**config.mk**
```make
export PLATFORM = sky130hd
export DESIGN_NAME = aofp_core
export DESIGN_NICKNAME = d
export VERILOG_FILES = /design/src/aofp_pkg.sv /design/src/aofp_core.sv /design/src/aofp_encoder.sv
export SDC_FILE = /design/constraint.sdc
export NUM_CORES = 1
export LEC_CHECK = 0
export BUFFER_PORTS_ARGS = -buffer_cell sky130_fd_sc_hd__buf_2
export CAP_MARGIN = 40
export CORE_UTILIZATION = 35
export DETAILED_ROUTE_END_ITERATION = 6
export GPL_TIMING_DRIVEN = 0
export MAX_ROUTING_LAYER = met4
export PLACE_DENSITY = 0.54
export SKIP_LAST_GASP = 1
export SYNTH_ARGS = -nofsm -noshare
export SYNTH_HDL_FRONTEND = slang
export SYNTH_SLANG_ARGS = --single-unit
```
**constraint.sdc**
```tcl
create_clock -name sys_clk -period 14.1 [get_ports sys_clk]
set_clock_uncertainty 0.1 [all_clocks]
set_input_delay 2.82 -clock sys_clk [delete_from_list [all_inputs] [get_ports sys_clk]]
set_output_delay 2.82 -clock sys_clk [all_outputs]
set_load 0.02 [all_outputs]
```
**src/aofp_pkg.sv**
```systemverilog
// package for the converter output format and power control block
// assumes a single 100 MHz device clock and a classic wishbone register bus
`default_nettype none

package aofp_pkg;

    // ------------------------------------------------------------------
    // widths and register map
    // ------------------------------------------------------------------
    localparam int unsigned SAMPLE_W   = 14;
    localparam int unsigned HALF_W     = 7;
    localparam int unsigned ADR_W      = 8;
    localparam logic [7:0]  REG_CFG    = 8'h00;
    localparam logic [7:0]  REG_PWR    = 8'h04;
    localparam logic [7:0]  REG_DIV    = 8'h08;
    localparam logic [7:0]  REG_STATUS = 8'h0c;

    // ------------------------------------------------------------------
    // field positions
    // ------------------------------------------------------------------
    localparam int unsigned CFG_CMOS_BIT   = 0;
    localparam int unsigned CFG_DDR_BIT    = 1;
    localparam int unsigned CFG_LOWDRV_BIT = 2;
    localparam int unsigned CFG_FMT_LSB    = 4;
    localparam int unsigned OVR_EN_BIT     = 0;
    localparam int unsigned OVR_VAL_LSB    = 1;

    // ------------------------------------------------------------------
    // enumerations
    // ------------------------------------------------------------------
    typedef enum logic [1:0] {
        AOFP_FMT_OFFSET = 2'b00,
        AOFP_FMT_TWOS   = 2'b01,
        AOFP_FMT_GRAY   = 2'b10
    } aofp_format_t;

    typedef enum logic [1:0] {
        AOFP_PWR_NORMAL = 2'b00,
        AOFP_PWR_NAP    = 2'b01,
        AOFP_PWR_SLEEP  = 2'b10
    } aofp_power_t;

    typedef enum logic [1:0] {
        AOFP_DIV_1 = 2'b00,
        AOFP_DIV_2 = 2'b01,
        AOFP_DIV_4 = 2'b10
    } aofp_div_t;

    // ------------------------------------------------------------------
    // carriers
    // ------------------------------------------------------------------
    typedef struct packed {
        logic floating;
        logic level;
    } aofp_tri_pin_t;

    typedef struct packed {
        logic [SAMPLE_W-1:0] data;
        logic                data_oe;
        logic                overrange;
        logic                overrange_oe;
        logic                forwarded_clock_pos;
        logic                forwarded_clock_neg;
        logic                forwarded_clock_oe;
    } aofp_out_bus_t;

    // ------------------------------------------------------------------
    // reset values, timing
    // ------------------------------------------------------------------
    localparam logic [7:0]  CFG_RESET       = 8'h10;
    localparam int unsigned PIPE_LATENCY    = 8;
    localparam int unsigned CLK_PERIOD_NS   = 10;
    localparam int unsigned DLL_RELOCK_NS   = 52000;
    localparam int unsigned RELOCK_CYCLES   = (DLL_RELOCK_NS + CLK_PERIOD_NS - 1) / CLK_PERIOD_NS;

endpackage : aofp_pkg

`default_nettype wire

```
**src/aofp_core.sv**
```systemverilog
// converter back end: output format, output bus, power mode, clock divider
// assumes samples arrive in offset binary, one per sys_clk, and that all pins are synchronous
//
// Local design decisions: the Wishbone slave port and the address map.
`default_nettype none

module aofp_core #(
    parameter int unsigned WIDTH         = aofp_pkg::SAMPLE_W,
    parameter int unsigned LATENCY       = aofp_pkg::PIPE_LATENCY,
    parameter int unsigned RELOCK_CYCLES = aofp_pkg::RELOCK_CYCLES
) (
    input  wire logic                        sys_clk,
    input  wire logic                        reset,
    // wishbone slave
    input  wire logic                        wb_cyc_i,
    input  wire logic                        wb_stb_i,
    input  wire logic                        wb_we_i,
    input  wire logic [aofp_pkg::ADR_W-1:0]  wb_adr_i,
    input  wire logic [3:0]                  wb_sel_i,
    input  wire logic [31:0]                 wb_dat_i,
    output logic [31:0]                      wb_dat_o,
    output logic                             wb_ack_o,
    // converter core side
    input  wire logic [WIDTH-1:0]            sample_offset,
    input  wire logic                        sample_overrange,
    input  wire logic                        clock_halt_seen,
    // strap and control pins
    input  wire aofp_pkg::aofp_tri_pin_t     power_mode_select_pin,
    input  wire aofp_pkg::aofp_tri_pin_t     divide_ratio_pin,
    input  wire logic                        divider_sync_reset_pos,
    input  wire logic                        divider_sync_reset_neg,
    // output bus and driver controls
    output aofp_pkg::aofp_out_bus_t          out_bus,
    output logic                             cmos_mode,
    output logic                             ddr_mode,
    output logic                             drive_reduced,
    output logic                             sample_strobe
);

    // ------------------------------------------------------------------
    // register state
    // ------------------------------------------------------------------
    logic [7:0]                 cfg;
    logic [2:0]                 pwr_ovr;
    logic [2:0]                 div_ovr;
    aofp_pkg::aofp_power_t      power_state;
    aofp_pkg::aofp_div_t        div_sel;
    logic [1:0]                 div_cnt;
    logic                       div1_toggle;
    logic                       sync_req_d;
    logic                       synced;
    logic [3:0]                 sync_wait;
    logic                       clock_lost;
    logic [$clog2(RELOCK_CYCLES+1)-1:0] relock_cnt;
    logic [WIDTH-1:0]           held_word;
    logic                       held_ovr;
    logic [WIDTH:0]             pipe [LATENCY];

    logic                       bus_req;
    logic                       sync_edge;
    logic                       sample_en;
    logic                       clk_level;
    logic                       outputs_on;
    logic [WIDTH-1:0]           coded;
    aofp_pkg::aofp_power_t      next_power;
    aofp_pkg::aofp_div_t        next_div;

    // ------------------------------------------------------------------
    // helpers
    // ------------------------------------------------------------------
    function automatic logic [7:0] merge_byte(input logic [7:0] old_v, input logic [7:0] new_v,
                                              input logic en);
        merge_byte = en ? new_v : old_v;
    endfunction : merge_byte

    function automatic logic [1:0] div_last(input aofp_pkg::aofp_div_t d);
        case (d)
            aofp_pkg::AOFP_DIV_2: div_last = 2'h1;
            aofp_pkg::AOFP_DIV_4: div_last = 2'h3;
            default:              div_last = 2'h0;
        endcase
    endfunction : div_last

    // ------------------------------------------------------------------
    // wishbone slave
    // ------------------------------------------------------------------
    assign bus_req = wb_cyc_i & wb_stb_i & ~wb_ack_o;

    always_ff @(posedge sys_clk)
    begin
        if (reset)
            wb_ack_o <= 1'b0;
        else
            wb_ack_o <= bus_req;
    end

    // writes take effect on the same edge as the ack, one cycle after the request
    always_ff @(posedge sys_clk)
    begin
        if (reset)
        begin
            cfg     <= aofp_pkg::CFG_RESET;
            pwr_ovr <= 3'h0;
            div_ovr <= 3'h0;
        end
        else if (bus_req && wb_we_i)
        begin
            case (wb_adr_i)
                aofp_pkg::REG_CFG: cfg <= merge_byte(cfg, wb_dat_i[7:0], wb_sel_i[0]);
                aofp_pkg::REG_PWR: pwr_ovr <= wb_sel_i[0] ? wb_dat_i[2:0] : pwr_ovr;
                aofp_pkg::REG_DIV: div_ovr <= wb_sel_i[0] ? wb_dat_i[2:0] : div_ovr;
                default: ;
            endcase
        end
    end

    always_ff @(posedge sys_clk)
    begin
        if (reset)
            wb_dat_o <= 32'h0000_0000;
        else if (bus_req && !wb_we_i)
        begin
            case (wb_adr_i)
                aofp_pkg::REG_CFG:    wb_dat_o <= {24'h00_0000, cfg};
                aofp_pkg::REG_PWR:    wb_dat_o <= {29'h0000_0000, pwr_ovr};
                aofp_pkg::REG_DIV:    wb_dat_o <= {29'h0000_0000, div_ovr};
                aofp_pkg::REG_STATUS: wb_dat_o <= {25'h000_0000, outputs_on, (relock_cnt != '0), synced,
                                                   div_sel, power_state};
                default:              wb_dat_o <= 32'h0000_0000;
            endcase
        end
        else
            wb_dat_o <= 32'h0000_0000;
    end

    // ------------------------------------------------------------------
    // power mode
    // ------------------------------------------------------------------
    always_comb
    begin
        if (pwr_ovr[aofp_pkg::OVR_EN_BIT])
            next_power = aofp_pkg::aofp_power_t'(pwr_ovr[2:1]);
        else if (power_mode_select_pin.floating)
            next_power = aofp_pkg::AOFP_PWR_SLEEP;
        else if (power_mode_select_pin.level)
            next_power = aofp_pkg::AOFP_PWR_NAP;
        else
            next_power = aofp_pkg::AOFP_PWR_NORMAL;
    end

    always_ff @(posedge sys_clk)
    begin
        if (reset)
            power_state <= aofp_pkg::AOFP_PWR_SLEEP;
        else
        begin
            case (next_power)
                aofp_pkg::AOFP_PWR_NORMAL: power_state <= aofp_pkg::AOFP_PWR_NORMAL;
                aofp_pkg::AOFP_PWR_NAP:    power_state <= aofp_pkg::AOFP_PWR_NAP;
                aofp_pkg::AOFP_PWR_SLEEP:  power_state <= aofp_pkg::AOFP_PWR_SLEEP;
                default:                   power_state <= aofp_pkg::AOFP_PWR_SLEEP;
            endcase
        end
    end

    // a halted clock during nap is remembered so that the wake-up waits for the loop
    always_ff @(posedge sys_clk)
    begin
        if (reset)
        begin
            clock_lost <= 1'b0;
            relock_cnt <= '0;
        end
        else if (power_state == aofp_pkg::AOFP_PWR_NAP)
        begin
            if (clock_halt_seen)
                clock_lost <= 1'b1;
            relock_cnt <= '0;
        end
        else if (power_state == aofp_pkg::AOFP_PWR_NORMAL && clock_lost)
        begin
            clock_lost <= 1'b0;
            relock_cnt <= ($clog2(RELOCK_CYCLES+1))'(RELOCK_CYCLES);
        end
        else if (relock_cnt != '0)
            relock_cnt <= relock_cnt - 1'b1;
    end

    // a pending relock keeps the drivers off in the cycle before the count loads
    assign outputs_on = (power_state == aofp_pkg::AOFP_PWR_NORMAL) && (relock_cnt == '0) && !clock_lost;

    // ------------------------------------------------------------------
    // clock divider
    // ------------------------------------------------------------------
    always_comb
    begin
        if (div_ovr[aofp_pkg::OVR_EN_BIT])
            next_div = aofp_pkg::aofp_div_t'(div_ovr[2:1]);
        else if (divide_ratio_pin.floating)
            next_div = aofp_pkg::AOFP_DIV_1;
        else if (divide_ratio_pin.level)
            next_div = aofp_pkg::AOFP_DIV_4;
        else
            next_div = aofp_pkg::AOFP_DIV_2;
    end

    always_ff @(posedge sys_clk)
    begin
        if (reset)
            div_sel <= aofp_pkg::AOFP_DIV_1;
        else if (next_div == aofp_pkg::AOFP_DIV_4)
            div_sel <= aofp_pkg::AOFP_DIV_4;
        else if (next_div == aofp_pkg::AOFP_DIV_2)
            div_sel <= aofp_pkg::AOFP_DIV_2;
        else
            div_sel <= aofp_pkg::AOFP_DIV_1;
    end

    // only the pair in its asserted state counts; a non-complementary pair is no request
    assign sync_edge = divider_sync_reset_pos & ~divider_sync_reset_neg & ~sync_req_d;

    always_ff @(posedge sys_clk)
    begin
        if (reset)
            sync_req_d <= 1'b0;
        else
            sync_req_d <= divider_sync_reset_pos & ~divider_sync_reset_neg;
    end

    // the phase after reset is arbitrary as seen from outside until a sync edge arrives
    always_ff @(posedge sys_clk)
    begin
        if (reset)
            div_cnt <= 2'h0;
        else if (sync_edge && div_sel != aofp_pkg::AOFP_DIV_1)
            div_cnt <= 2'h0;
        else if (div_cnt >= div_last(div_sel))
            div_cnt <= 2'h0;
        else
            div_cnt <= div_cnt + 2'h1;
    end

    assign sample_en = (div_cnt >= div_last(div_sel));

    always_ff @(posedge sys_clk)
    begin
        if (reset)
            div1_toggle <= 1'b0;
        else if (sample_en)
            div1_toggle <= ~div1_toggle;
    end

    // at divide by 2 and 4 the output clock is high for the first half of each sample period; at divide by 1 it toggles on every sample
    always_comb
    begin
        case (div_sel)
            aofp_pkg::AOFP_DIV_2: clk_level = (div_cnt == 2'h0);
            aofp_pkg::AOFP_DIV_4: clk_level = (div_cnt < 2'h2);
            default:              clk_level = div1_toggle;
        endcase
    end

    // sync status rises once the aligned sample has crossed the whole pipeline
    always_ff @(posedge sys_clk)
    begin
        if (reset)
        begin
            synced    <= 1'b0;
            sync_wait <= 4'h0;
        end
        else if (sync_edge && div_sel != aofp_pkg::AOFP_DIV_1)
        begin
            synced    <= 1'b0;
            sync_wait <= 4'(LATENCY);
        end
        else if (sample_en && sync_wait != 4'h0)
        begin
            sync_wait <= sync_wait - 4'h1;
            synced    <= (sync_wait == 4'h1);
        end
    end

    // ------------------------------------------------------------------
    // sample pipeline and encoding
    // ------------------------------------------------------------------
    always_ff @(posedge sys_clk)
    begin
        if (reset)
        begin
            for (int i = 0; i < LATENCY; i++)
                pipe[i] <= '0;
        end
        else if (sample_en)
        begin
            pipe[0] <= {sample_overrange, sample_offset};
            for (int i = 1; i < LATENCY; i++)
                pipe[i] <= pipe[i-1];
        end
    end

    aofp_encoder #(
        .WIDTH       (WIDTH)
    ) u_encoder (
        .offset_word (pipe[LATENCY-1][WIDTH-1:0]),
        .format      (aofp_pkg::aofp_format_t'(cfg[aofp_pkg::CFG_FMT_LSB +: 2])),
        .coded_word  (coded)
    );

    always_ff @(posedge sys_clk)
    begin
        if (reset)
        begin
            held_word <= '0;
            held_ovr  <= 1'b0;
        end
        else if (sample_en)
        begin
            held_word <= coded;
            held_ovr  <= pipe[LATENCY-1][WIDTH];
        end
    end

    // ------------------------------------------------------------------
    // output bus
    // ------------------------------------------------------------------
    // in double rate the upper half rides the high clock phase and the lower half the low one
    always_ff @(posedge sys_clk)
    begin
        if (reset)
            out_bus <= '0;
        else
        begin
            if (cfg[aofp_pkg::CFG_DDR_BIT])
                out_bus.data <= {{(WIDTH-aofp_pkg::HALF_W){1'b0}},
                                 clk_level ? held_word[WIDTH-1 -: aofp_pkg::HALF_W]
                                           : held_word[aofp_pkg::HALF_W-1:0]};
            else
                out_bus.data <= held_word;
            out_bus.overrange           <= held_ovr;
            out_bus.forwarded_clock_pos <= clk_level;
            out_bus.forwarded_clock_neg <= ~clk_level;
            out_bus.data_oe             <= outputs_on;
            out_bus.overrange_oe        <= outputs_on;
            out_bus.forwarded_clock_oe  <= outputs_on;
        end
    end

    // driver controls: reduced drive has meaning only for the differential drivers
    always_ff @(posedge sys_clk)
    begin
        if (reset)
        begin
            cmos_mode     <= 1'b0;
            ddr_mode      <= 1'b0;
            drive_reduced <= 1'b0;
            sample_strobe <= 1'b0;
        end
        else
        begin
            cmos_mode     <= cfg[aofp_pkg::CFG_CMOS_BIT];
            ddr_mode      <= cfg[aofp_pkg::CFG_DDR_BIT];
            drive_reduced <= cfg[aofp_pkg::CFG_LOWDRV_BIT] & ~cfg[aofp_pkg::CFG_CMOS_BIT];
            sample_strobe <= sample_en;
        end
    end

endmodule : aofp_core

`default_nettype wire

```
**src/aofp_encoder.sv**
```systemverilog
// sample encoder: offset binary in, selected output code out
// assumes the format select is stable for the sample being encoded
`default_nettype none

module aofp_encoder #(
    parameter int unsigned WIDTH = aofp_pkg::SAMPLE_W
) (
    input  wire logic [WIDTH-1:0]         offset_word,
    input  wire aofp_pkg::aofp_format_t   format,
    output logic [WIDTH-1:0]              coded_word
);

    // ------------------------------------------------------------------
    // code functions
    // ------------------------------------------------------------------
    function automatic logic [WIDTH-1:0] to_gray(input logic [WIDTH-1:0] b);
        to_gray = b ^ (b >> 1);
    endfunction : to_gray

    function automatic logic [WIDTH-1:0] to_twos(input logic [WIDTH-1:0] b);
        to_twos = {~b[WIDTH-1], b[WIDTH-2:0]};
    endfunction : to_twos

    always_comb
    begin
        case (format)
            aofp_pkg::AOFP_FMT_OFFSET: coded_word = offset_word;
            aofp_pkg::AOFP_FMT_TWOS:   coded_word = to_twos(offset_word);
            aofp_pkg::AOFP_FMT_GRAY:   coded_word = to_gray(offset_word);
            default:                   coded_word = to_twos(offset_word);
        endcase
    end

endmodule : aofp_encoder

`default_nettype wire

```
## Word level (Yosys, flattened, before mapping)

Memories as Yosys holds them, arrays and structs flattened.
Index checks and enable logic that the tools add are counted.

- Memories: 1
- Input port bits: 71
- Output and inout port bits: 57
- Bits in writable memories: 120
- Register bits: 111
- Logic and storage cells: 139

- $add $sub $neg: 3
- Bitwise operators: 22
- Reduce and logical (&&, ||, !) cells: 32
- Mux-type cells: 37
- Equal/unequal tests: 12
- Order comparisons: 3

Memory list:

| memory | depth | bits a word | read ports | clocked after memory_dff | write ports | RTL line | text |
|---|---|---|---|---|---|---|---|
| pipe | 8 | 15 | 8 | 0 | 8 | aofp_core.sv:57 | `logic [WIDTH:0] pipe [LATENCY];` |

Operators with widths:

| operator | count |
|---|---|
| 15-bit two-way mux | 8 |
| 8-bit case mux with 4 select lines | 1 |
| 14-bit case mux with 2 select lines | 1 |
| 13-bit two-way mux | 2 |
| 8-bit by 4-bit == test with 1-bit output, second input constant | 2 |
| 2-bit two-way mux | 8 |
| 7-bit two-way mux | 2 |
| 14-bit by 13-bit bitwise XOR with 14-bit output | 1 |
| 13-bit logical NOT | 1 |
| 13-bit nonzero test | 1 |
| 13-bit by 1-bit subtractor with 13-bit output, second input constant | 1 |
| 1-bit two-way mux | 10 |
| 2-bit OR reduction | 5 |
| 3-bit AND reduction | 3 |
| 2-bit by 1-bit == test with 1-bit output, second input constant | 4 |
| 8-bit by 3-bit == test with 1-bit output, second input constant | 1 |
| 2-bit logical NOT | 4 |
| 8-bit logical NOT | 1 |
| 4-bit two-way mux | 2 |
| 1-bit inverter | 8 |
| 1-bit bitwise OR | 8 |
| 2-bit case mux with 2 select lines | 2 |
| 2-bit nonzero test | 4 |
| 1-bit logical AND | 7 |
| 13 further kinds | 22 |

## Longest topological paths before layout

Gate-level depths: netlist of run 1.

- Depth after elaboration: 8
- Gate-level depth with buffers: 9
- Mapped depth without buffers: 7

## Hierarchy

Synthesis of run 1 repeated with hierarchy kept, for this count alone.

- Cells, all modules: 677
- Area, all modules: 8304.2 µm²

Modules (own cells, without submodules):

| module | area each (µm²) | sequential area each (µm²) | instances | cells each |
|---|---|---|---|---|
| aofp_core | 8071.5 | 5345.1 | 1 | 648 |
| aofp_encoder | 232.7 | 0.0 | 1 | 29 |

## Worst setup path before layout of run 1

No wires, ideal clock.

- Path type: input to register
- Start: input reset
- End: memory pipe[0][0] (netlist bit), enable pin
- Path buffers: 3
- Data arrival time: 6.371 ns
- Setup time: 0.500 ns
- Path slack: 7.129 ns
- Cell stages on the path: 4
- Data required time: 13.500 ns
- Cells stage by stage: clkbuf_1 -> buf_6 -> clkbuf_1 -> nand2b_1

RTL lines:

| element | RTL line | text |
|---|---|---|
| start: declaration | aofp_core.sv:13 | `input wire logic reset,` |
| end: declaration | aofp_core.sv:57 |  |

==> results of run 1 <==
cell families after synthesis:
group	Yosys count	synth area share, %
AO/OA/AOI/OAI	57	4.76
XOR/XNOR	18	1.91
adder cells (fa/ha/maj)	10	1.52
buffers and inverters	74	4.73
flip-flops	207	64.8
multiplexers	23	3.25
other	1	0.0455
AND/OR/NAND/NOR	276	19.0
critical path, stage by stage:
cell and delay (ps):
clkbuf_1 310, buf_6 210, clkbuf_1 490, nand2b_4 580, buf_12 280, buf_12 270
final timing paths:
kind | startpoint | end | slack, ps
max reg2reg | div_sel[0] | pipe[0][24] | 10760
min | div_cnt[0] | div_cnt[0] | 330
min reg2reg | div_cnt[0] | div_cnt[0] | 330
max | reset | pipe[0][24] | 9160
metal layers:
metal	part of all wire, %	global-route usage, %
met1	43	12.8
met5	0	-
met4	2.3	3.97
met2	50	20.1
met3	4.3	2.31
power breakdown:
group / total (mW) / switching (mW) / internal [mW]
Clock: 0.576 / 0.221 / 0.355
Combinational: 0.231 / 0.127 / 0.104
Sequential: 0.740 / 0.0328 / 0.707
Total: 1.55 / 0.381 / 1.17
synth_stat cells (all sizes together), types with 2 or more instances:
cell type | instances | share of area (%)
inv | 17 | 0.77
nor4bb | 2 | 0.24
or2 | 2 | 0.15
edfxtp | 120 | 44
mux2i | 20 | 2.4
or3 | 7 | 0.55
nand2b | 4 | 0.30
mux4 | 3 | 0.82
a31oi | 5 | 0.38
o31ai | 2 | 0.18
a211o | 3 | 0.33
and2 | 100 | 7.6
dfxtp | 87 | 21
nand4 | 6 | 0.46
o21ai | 6 | 0.36
nor3b | 4 | 0.36
nor4b | 3 | 0.32
a21oi | 14 | 0.85
or4 | 5 | 0.56
xnor2 | 5 | 0.53
a311oi | 3 | 0.39
nor4 | 5 | 0.38
xor2 | 13 | 1.4
ha | 10 | 1.5
clkbuf | 29 | 1.3
and4b | 2 | 0.24
a2111oi | 2 | 0.21
a211oi | 16 | 1.5
nor2b | 39 | 3.0
nand2 | 25 | 1.1
nor3 | 7 | 0.42
nor2 | 58 | 2.6
buf | 28 | 2.6
a22oi | 3 | 0.27
registers in the layout, indices dropped and copies added, names as in the netlist:
signal and count:
drive_reduced 1, power_state 2, synced 1, sample_strobe 1, sync_wait 4, out_bus 18
div_cnt 2, cmos_mode 1, held_ovr 1, held_word 14, pipe 120, sync_req_d 1
ddr_mode 1, cfg 8, div_sel 2, div_ovr 3, relock_cnt 13, div1_toggle 1
clock_lost 1, wb_dat_o 8, pwr_ovr 3, wb_ack_o 1
per-stage QoR:
step	setup slack, ps	hold slack, ps	instance area, um2	cells
floorplan	7130	301	8340	689
global route	8930	345	9880	1116
finish	9160	330	9880	1116
CTS	9110	335	9880	1116
detailed placement	8600	326	9140	1077
global placement	5680	315	9090	1075
cell type report:
class | count | area [um2]
Inverter | 17 | 63.8
Buffer | 57 | 327
Multi-Input combinational cell | 408 | 2610
Fill cell | 2184 | 13000
Tap cell | 313 | 392
Clock inverter | 9 | 95.1
Timing Repair Buffer | 75 | 405
Sequential cell | 207 | 5350
Clock buffer | 30 | 643
==> impl_metrics.csv, run 1 <==
group,metric,value,unit
pwr,power_leakage,4.14,nW
final_layout,syn_to_final_growth,19.7,%
floorplanning,num_rows,55,
sta,fmax,203,MHz
critical_path,critPathArrivalTime,5000,ps
floorplanning,die_w,156,um
floorplanning,die_y,156,um
critical_path,cp-end-kind,"flop",
clocking,clk_latency,490,ps
final_layout,drive_above_1_share,18.9,%
sta,worst_slew_pin_slew,840,ps
route,first_pass_iters,4,
grt,grt_pass1_wl,21.9,mm
route,vias,4902,
synth,ys_seq_area_share,64.8,%
final_layout,final_util,43.2,%
place,place_hpwl,9.26,mm
synth,yosys_register_bits,207,
synth,syn_area,8250,um2
sta,hold_viol_final,0,
sta,max-slew-margin-rel,44.0,%
clocking,postCtsHoldBufs,0,
synth,ys_warn_count,0,
synth,syn_avg_cell_area,12.4,um2
sta,rsz0062_at_grt,"false",
sta,drv_slew,0,
sta,period_minus_slack,4940,ps
final_layout,final_common_cell,"edfxtp_1",
clocking,cts_setup_buffers,0,
pwr,finalPower,1.55,mW
synth,syn-instance-count,666,
route,drc,0,
grt,grt_max_degree,48,
place,gp_congestion,0.780,
route,vias_per_cell,4.39,
clocking,cts.sinks,207,
critical_path,cp_max_fo,47,
worst_hold_path,hold_path_class,"reg -> reg",
synth,synth_edf_count,120,
pwr,ir_drop,85.2,uV
route,ant_nets,0,
synth,ys_types,52,
clocking,clockRootBuffer,"clkbuf_16",
synth,async_reset_ff_share,0,%
place,port_buffers,73,
run,maxCapViolCount,0,
floorplanning,die_area,24200,um2
critical_path,path_class,"in -> reg",
clocking,cts.clk_slew.worst_paths,60,ps
critical_path,worstSetupStartpointType,"input pin",
grt,grtUsageTotal,11.4,%
worst_hold_path,hold_depth,1,
sta,fin_crit_sh,35.0,%
sta,setup_viol_count_final,0,
clocking,clockBufferDepth,3,
critical_path,r2r_cells,8,
clocking,tritoncts,"yes",
route,wire_per_inst,11.8,um
floorplanning,io_pins,128,
floorplanning,start_util,36.1,%
route,drt_wl_total,13.2,mm
grt,grt_remaining_overflow,0,
grt,antenna_found_initial,0,
grt,grt_pass1_vias,4714,
final_layout,antenna_cells,0,
pwr,power.density,157,nW/um2
critical_path,crit_required,14170,ps
synth,synth_ff_type,"edfxtp_1",
clocking,cts_resized,0,
clocking,cts_buffers,22,
outcome,status,"finished clean",
sta,finalSetupTns,0,ps
final_layout,layout.nets,869,
route,drtIter0Drc,159,
clocking,cts_max_level,1,
floorplanning,coreArea,22800,um2
final_layout,layout_common_cells,"edfxtp_1 (120), and2_1 (99), dfxtp_1 (87)",
Note: power is estimated with default switching activity, not from simulation.
==> run 2: changes to the inputs <==
- PLACE_DENSITY: 0.54 -> 0.56
- clock period: 14.1 -> 4.5 ns (I/O delays scaled with it)
==> impl_metrics.csv, run 2 (synthesis gave the netlist of run 1 again) <==
group,metric,value,unit
clocking,cts_buffers,22,
final_layout,layout_common_cells,"edfxtp_1 (120), and2_1 (99), dfxtp_1 (87)",
floorplanning,die_w,156,um
sta,fmax,300,MHz
floorplanning,num_rows,55,
final_layout,antenna_cells,0,
pwr,netSwitchingPower,1.16,mW
clocking,cts_resized,0,
pwr,seq_power_share,48.7,%
route,vias_per_cell,4.28,
run,maxCapViolCount,0,
sta,setup_viol_count_final,0,
route,wire_per_inst,11.2,um
clocking,tritoncts,"yes",
clocking,postCtsHoldBufs,0,
worst_hold_path,hold_path_class,"reg -> reg",
clocking,cts_setup_buffers,0,
final_layout,layout.nets,868,
clocking,clockRootBuffer,"clkbuf_16",
clocking,cts_max_level,1,
route,route.met2.wl,6.03,mm
sta,drv_slew,0,
sta,fin_crit_sh,74.1,%
sta,period_minus_slack,3330,ps
critical_path,cp_max_fo,67,
floorplanning,io_pins,128,
critical_path,crit_end,"pipe[1][9]",
floorplanning,start_util,36.1,%
clocking,cts.clk_slew.worst_paths,60,ps
critical_path,r2r_slack,1170,ps
critical_path,crit_path_start,"div_sel[0]",
route,vias,4771,
sta,hold_viol_final,0,
route,wl_met3,531,um
place,place_hpwl,8.54,mm
grt,grt_remaining_overflow,0,
place,port_buffers,73,
outcome,status,"finished clean",
critical_path,crit_required,4600,ps
final_layout,final_common_cell,"edfxtp_1",
route,ant_nets,0,
route,drtIter0Drc,166,
grt,grtUsageTotal,11.0,%
pwr,ir_drop,224,uV
grt,grt_pass1_vias,4423,
critical_path,critPathArrivalTime,3430,ps
critical_path,r2r_cells,7,
pwr,clockPowerShare,36.5,%
grt,grt_max_degree,68,
floorplanning,die_area,24200,um2
grt,antenna_found_initial,0,
floorplanning,die_y,156,um
pwr,power_leakage,4.11,nW
pwr,p_int,3.59,mW
final_layout,reg_top3,"pipe (120), out_bus (18), held_word (14)",
place,numPlacedInstances,1076,
critical_path,reg2reg_from,"div_sel[0]",
route,routedLengthMet1,5.70,mm
pwr,p_sw_share,24.4,%
pwr,finalPower,4.76,mW
final_layout,syn_to_final_growth,19.3,%
sta,hold_slack,328,ps
clocking,clockBufferDepth,3,
route,first_pass_iters,4,
final_layout,fin_cells,1116,
sta,rsz0062_at_grt,"false",
pwr,power.density,483,nW/um2
sta,max-slew-margin-rel,45.9,%
final_layout,largest_reg_flops,120,
route,top_layer_used,"met4",
route,drt_wl_total,12.5,mm
place,gp_congestion,0.785,
final_layout,top_register,"pipe",
sta,finalSetupTns,0,ps
critical_path,cp-end-kind,"flop",
grt,grt_pass1_wl,21.0,mm
route,drc,0,
pwr,p_comb_share,14.8,%
clocking,clk_latency,490,ps
final_layout,final_util,43.1,%
final_layout,drive_above_1_share,18.4,%
critical_path,path_class,"reg -> reg",
critical_path,worstReg2RegEnd,"pipe[1][9]",
clocking,cts.sinks,207,
floorplanning,coreArea,22800,um2
critical_path,worstSetupStartpointType,"flop",
sta,worst_slew_pin_slew,811,ps
==> run 2: worst max-delay path: stages (launching register included) <==
cell and delay, ps:
dfxtp_1 390, inv_1 100, ha_1 360, ha_1 280
nand2b_1 150, a21oi_1 630, nand2b_4 560, buf_16 410
==> run 2: stage by stage <==
stage | instance area, um2 | setup slack [ps]
after floorplan | 8340 | 832
after global placement | 9090 | -273
after detailed placement | 9130 | 863
after CTS | 9840 | 1160
after global routing | 9840 | 910
final | 9840 | 1170
==> run 2: power by group through the flow <==
stage / clock, mW / combinational (mW) / sequential [mW]
after floorplan: 0 / 0.550 / 2.35
after global placement: 0 / 0.692 / 2.35
after detailed placement: 0 / 0.711 / 2.35
after CTS: 1.79 / 0.713 / 2.32
after global routing: 1.86 / 0.797 / 2.34
final: 1.74 / 0.705 / 2.32
==> run 2: worst min path at each step <==
stage                       end  depth (start not counted)  startpoint  slack (ps)
detailed placement   div_cnt[0]                          1  div_cnt[0]         320
global route        wb_dat_o[7]                          2      cfg[7]         350
finish               div_cnt[0]                          1  div_cnt[0]         330
floorplan            div_cnt[0]                          1  div_cnt[0]         300
global placement     div_cnt[0]                          1  div_cnt[0]         320
CTS                  div_cnt[0]                          1  div_cnt[0]         330
==> run 2: routing by layer <==
layer  vias up  global-route usage (%)
li1       2505                       -
met5         -                       -
met1      2141                    13.2
met4         0                    3.08
met3        25                    2.06
met2       100                    18.7
==> run 2: area by class of cell <==
| class | instances | area, um2 |
|---|---|---|
| fillers | 2163 | 13000 |
| flip-flops and latches | 207 | 5350 |
| multi-input cells | 408 | 2610 |
| clock buffers | 37 | 701 |
| repair buffers | 74 | 393 |
| well taps | 313 | 392 |
| plain buffers | 57 | 327 |
| inverters | 17 | 63.8 |
| clock inverters | 3 | 16.3 |
==> run 3: changes to the inputs <==
- ABC_AREA: not set -> 1
- PLACE_DENSITY: 0.56 -> 0.53
- clock period: 4.5 -> 3.2 ns (I/O delays scaled with it)
==> impl_metrics.csv, run 3 <==
group,metric,value,unit
outcome,status,"finished clean",
route,wire_per_inst,10.1,um
synth,async_reset_ff_share,0,%
critical_path,worstReg2RegEnd,"pipe[0][46]",
place,gp_congestion,0.841,
critical_path,cp-end-kind,"flop",
floorplanning,coreArea,23800,um2
pwr,ir_drop,440,uV
floorplanning,num_rows,56,
clocking,clk_latency,500,ps
worst_hold_path,hold_path_class,"in -> reg",
critical_path,reg2reg_from,"div_sel[0]",
final_layout,antenna_cells,0,
synth,ys_top_cells_by_area,"edfxtp_1 (42%), dfxtp_1 (20%), nor2_1 (8.4%)",
clocking,cts_setup_buffers,0,
floorplanning,io_pins,128,
synth,ys_warn_count,0,
sta,setup_viol_count_final,0,
route,ant_nets,0,
synth,syn_avg_cell_area,9.43,um2
critical_path,critical_path_buf_inv_count,3,
sta,rsz0062_at_grt,"false",
critical_path,crit_path_max_incr_delay,390,ps
sta,hold_slack,255,ps
floorplanning,start_util,36.1,%
sta,max-slew-margin-rel,61.5,%
clocking,clockBufferDepth,3,
synth,syn-instance-count,910,
critical_path,critPathArrivalTime,2720,ps
pwr,power.density,640,nW/um2
synth,synth.most_common_cell,"nor2_1",
final_layout,final_common_cell,"nor2_1",
floorplanning,die_w,159,um
final_layout,layout_common_cells,"nor2_1 (191), inv_1 (185), edfxtp_1 (120)",
place,place_hpwl,9.58,mm
grt,antenna_found_initial,0,
place,port_buffers,76,
grt,grt_remaining_overflow,0,
clocking,postCtsHoldBufs,0,
final_layout,syn_to_final_growth,18.4,%
clocking,tritoncts,"yes",
critical_path,cp_common_cell,"ha_1",
critical_path,cp_num_cells,7,
critical_path,crit_end,"pipe[0][46]",
route,drt_wl_total,13.8,mm
sta,finalSetupTns,0,ps
sta,fin_crit_sh,84.5,%
route,drtIter0Drc,224,
critical_path,worst_path_max_delay_cell,"buf_16",
clocking,clockRootBuffer,"clkbuf_16",
final_layout,layout.nets,1115,
grt,grt_max_degree,107,
route,drc,0,
final_layout,reg_top3,"pipe (120), out_bus (18), held_word (14)",
final_layout,n_fill_cell,2338,
synth,netlist.area_leader.share,42.0,%
synth,synthAdderAreaFrac,1.46,%
sta,drv_slew,0,
clocking,cts.sinks,207,
sta,period_minus_slack,2700,ps
critical_path,cp_max_fo,106,
floorplanning,die_y,159,um
final_layout,drive_above_1_share,16.9,%
critical_path,r2r_slack,500,ps
route,vias_per_cell,3.98,
synth,synth_ff_type,"edfxtp_1",
clocking,cts.clk_slew.worst_paths,60,ps
synth,synth_edf_count,120,
clocking,cts_buffers,22,
grt,grtUsageTotal,11.8,%
final_layout,design_area,10200,um2
synth,synthMuxAreaShare,0,%
pwr,power_leakage,4.52,nW
synth,yosys.area.top_type,"edfxtp_1",
synth,yosys_register_bits,207,
critical_path,crit_chain,"inv_1 > ha_1 > ha_1 > nand2_1 > nand4_1 > clkbuf_8 > buf_16",
critical_path,critPathTopFamily,"buffers and inverters",
synth,syn_area,8580,um2
synth,synth_top_family_by_area,"simple AND/OR/NAND/NOR gates",
floorplanning,die_area,25100,um2
critical_path,path_class,"reg -> reg",
sta,worst_slew_pin_slew,577,ps
synth,synth-xor-area-share,1.63,%
synth,ys_types,37,
route,vias,5455,
route,first_pass_iters,4,
synth,synth_compound_area_share,3.31,%
synth,ys_seq_area_share,62.3,%
sta,hold_viol_final,0,
sta,fmax,370,MHz
grt,grt_pass1_wl,23.1,mm
place,place_area,9480,um2
run,maxCapViolCount,0,
grt,grt_pass1_vias,4964,
worst_hold_path,hp-start,"divider_sync_reset_neg",
clocking,cts_resized,0,
clocking,cts_max_level,1,
pwr,finalPower,6.50,mW
synth,yosys-top-cells-count,"nor2_1 (191), inv_1 (185), edfxtp_1 (120)",
critical_path,r2r_cells,7,
critical_path,crit_required,3220,ps
final_layout,top_register,"pipe",
critical_path,worstSetupStartpointType,"flop",
synth,yosys.area_share.simple,19.1,%
final_layout,largest_reg_flops,120,
critical_path,crit_path_start,"div_sel[0]",
==> run 3: cell count changes in the layout (fill, tap and decap cells not counted), sizes merged, moves of 14 or more <==
cell	change
inv	+170
nor2	+139
and2	-100
nand2	+95
nand3	+43
nor2b	-39
clkbuf	-34
buf	+24
mux2i	-20
a21oi	+17
a211oi	-15
o21ai	+14
==> run 3: routing by layer <==
metal / share of wire, % / vias up / GRT usage (%)
li1: - / 3011 / -
met5: 0 / - / -
met2: 47 / 84 / 19.6
met3: 3.5 / 25 / 2.07
met1: 47 / 2335 / 14.5
met4: 2.7 / 0 / 3.98
==> run 3: power by group <==
group | leakage (nW) | switching [mW] | internal [mW] | total (mW)
clock network | 0.340 | 0.984 | 1.37 | 2.35
registers | 2.15 | 0.109 | 3.05 | 3.16
logic | 2.03 | 0.621 | 0.373 | 0.994
total | 4.52 | 1.71 | 4.79 | 6.50
==> run 3: layout make-up <==
type	count	area, um2	share of cell area [%]
well taps	319	399	3.93
clock inverters	10	48.8	0.481
flip-flops and latches	207	5350	52.6
inverters	186	698	6.88
repair buffers	77	408	4.02
plain buffers	51	350	3.45
clock buffers	30	624	6.15
multi-input cells	489	2280	22.5
==> run 3: stage by stage <==
stage	std cells	utilization, %	setup WS, ps
floorplan	933	-	484
CTS	1369	42.7	481
detailed placement	1329	39.9	527
finish	1369	42.7	497
global placement	1328	39.8	-124
global route	1369	42.7	327
==> run 3: worst min path at each step <==
stage            endpoint  cells after the start
2_1_floorplan  div_cnt[0]                      1
3_5_place_dp   div_cnt[0]                      1
6_report       sync_req_d                      2
4_1_cts        sync_req_d                      2
5_1_grt        sync_req_d                      2
3_3_place_gp   div_cnt[0]                      1
==> run 3: cell families after synthesis <==
logic type | after synthesis
adder cells (fa/ha/maj) | 10
XOR/XNOR | 16
flip-flops | 207
other | 1
buffers and inverters | 237
AND/OR/NAND/NOR | 384
AO/OA/AOI/OAI | 55
==> run 3: worst reg2reg max path, delay by kind of cell (launching register included) <==
| kind | cells | cell delay (ps) |
|---|---|---|
| adders and majority gates | 2 | 630 |
| buffers and inverters | 3 | 790 |
| DFF | 1 | 370 |
| and+or+nand+nor | 2 | 310 |
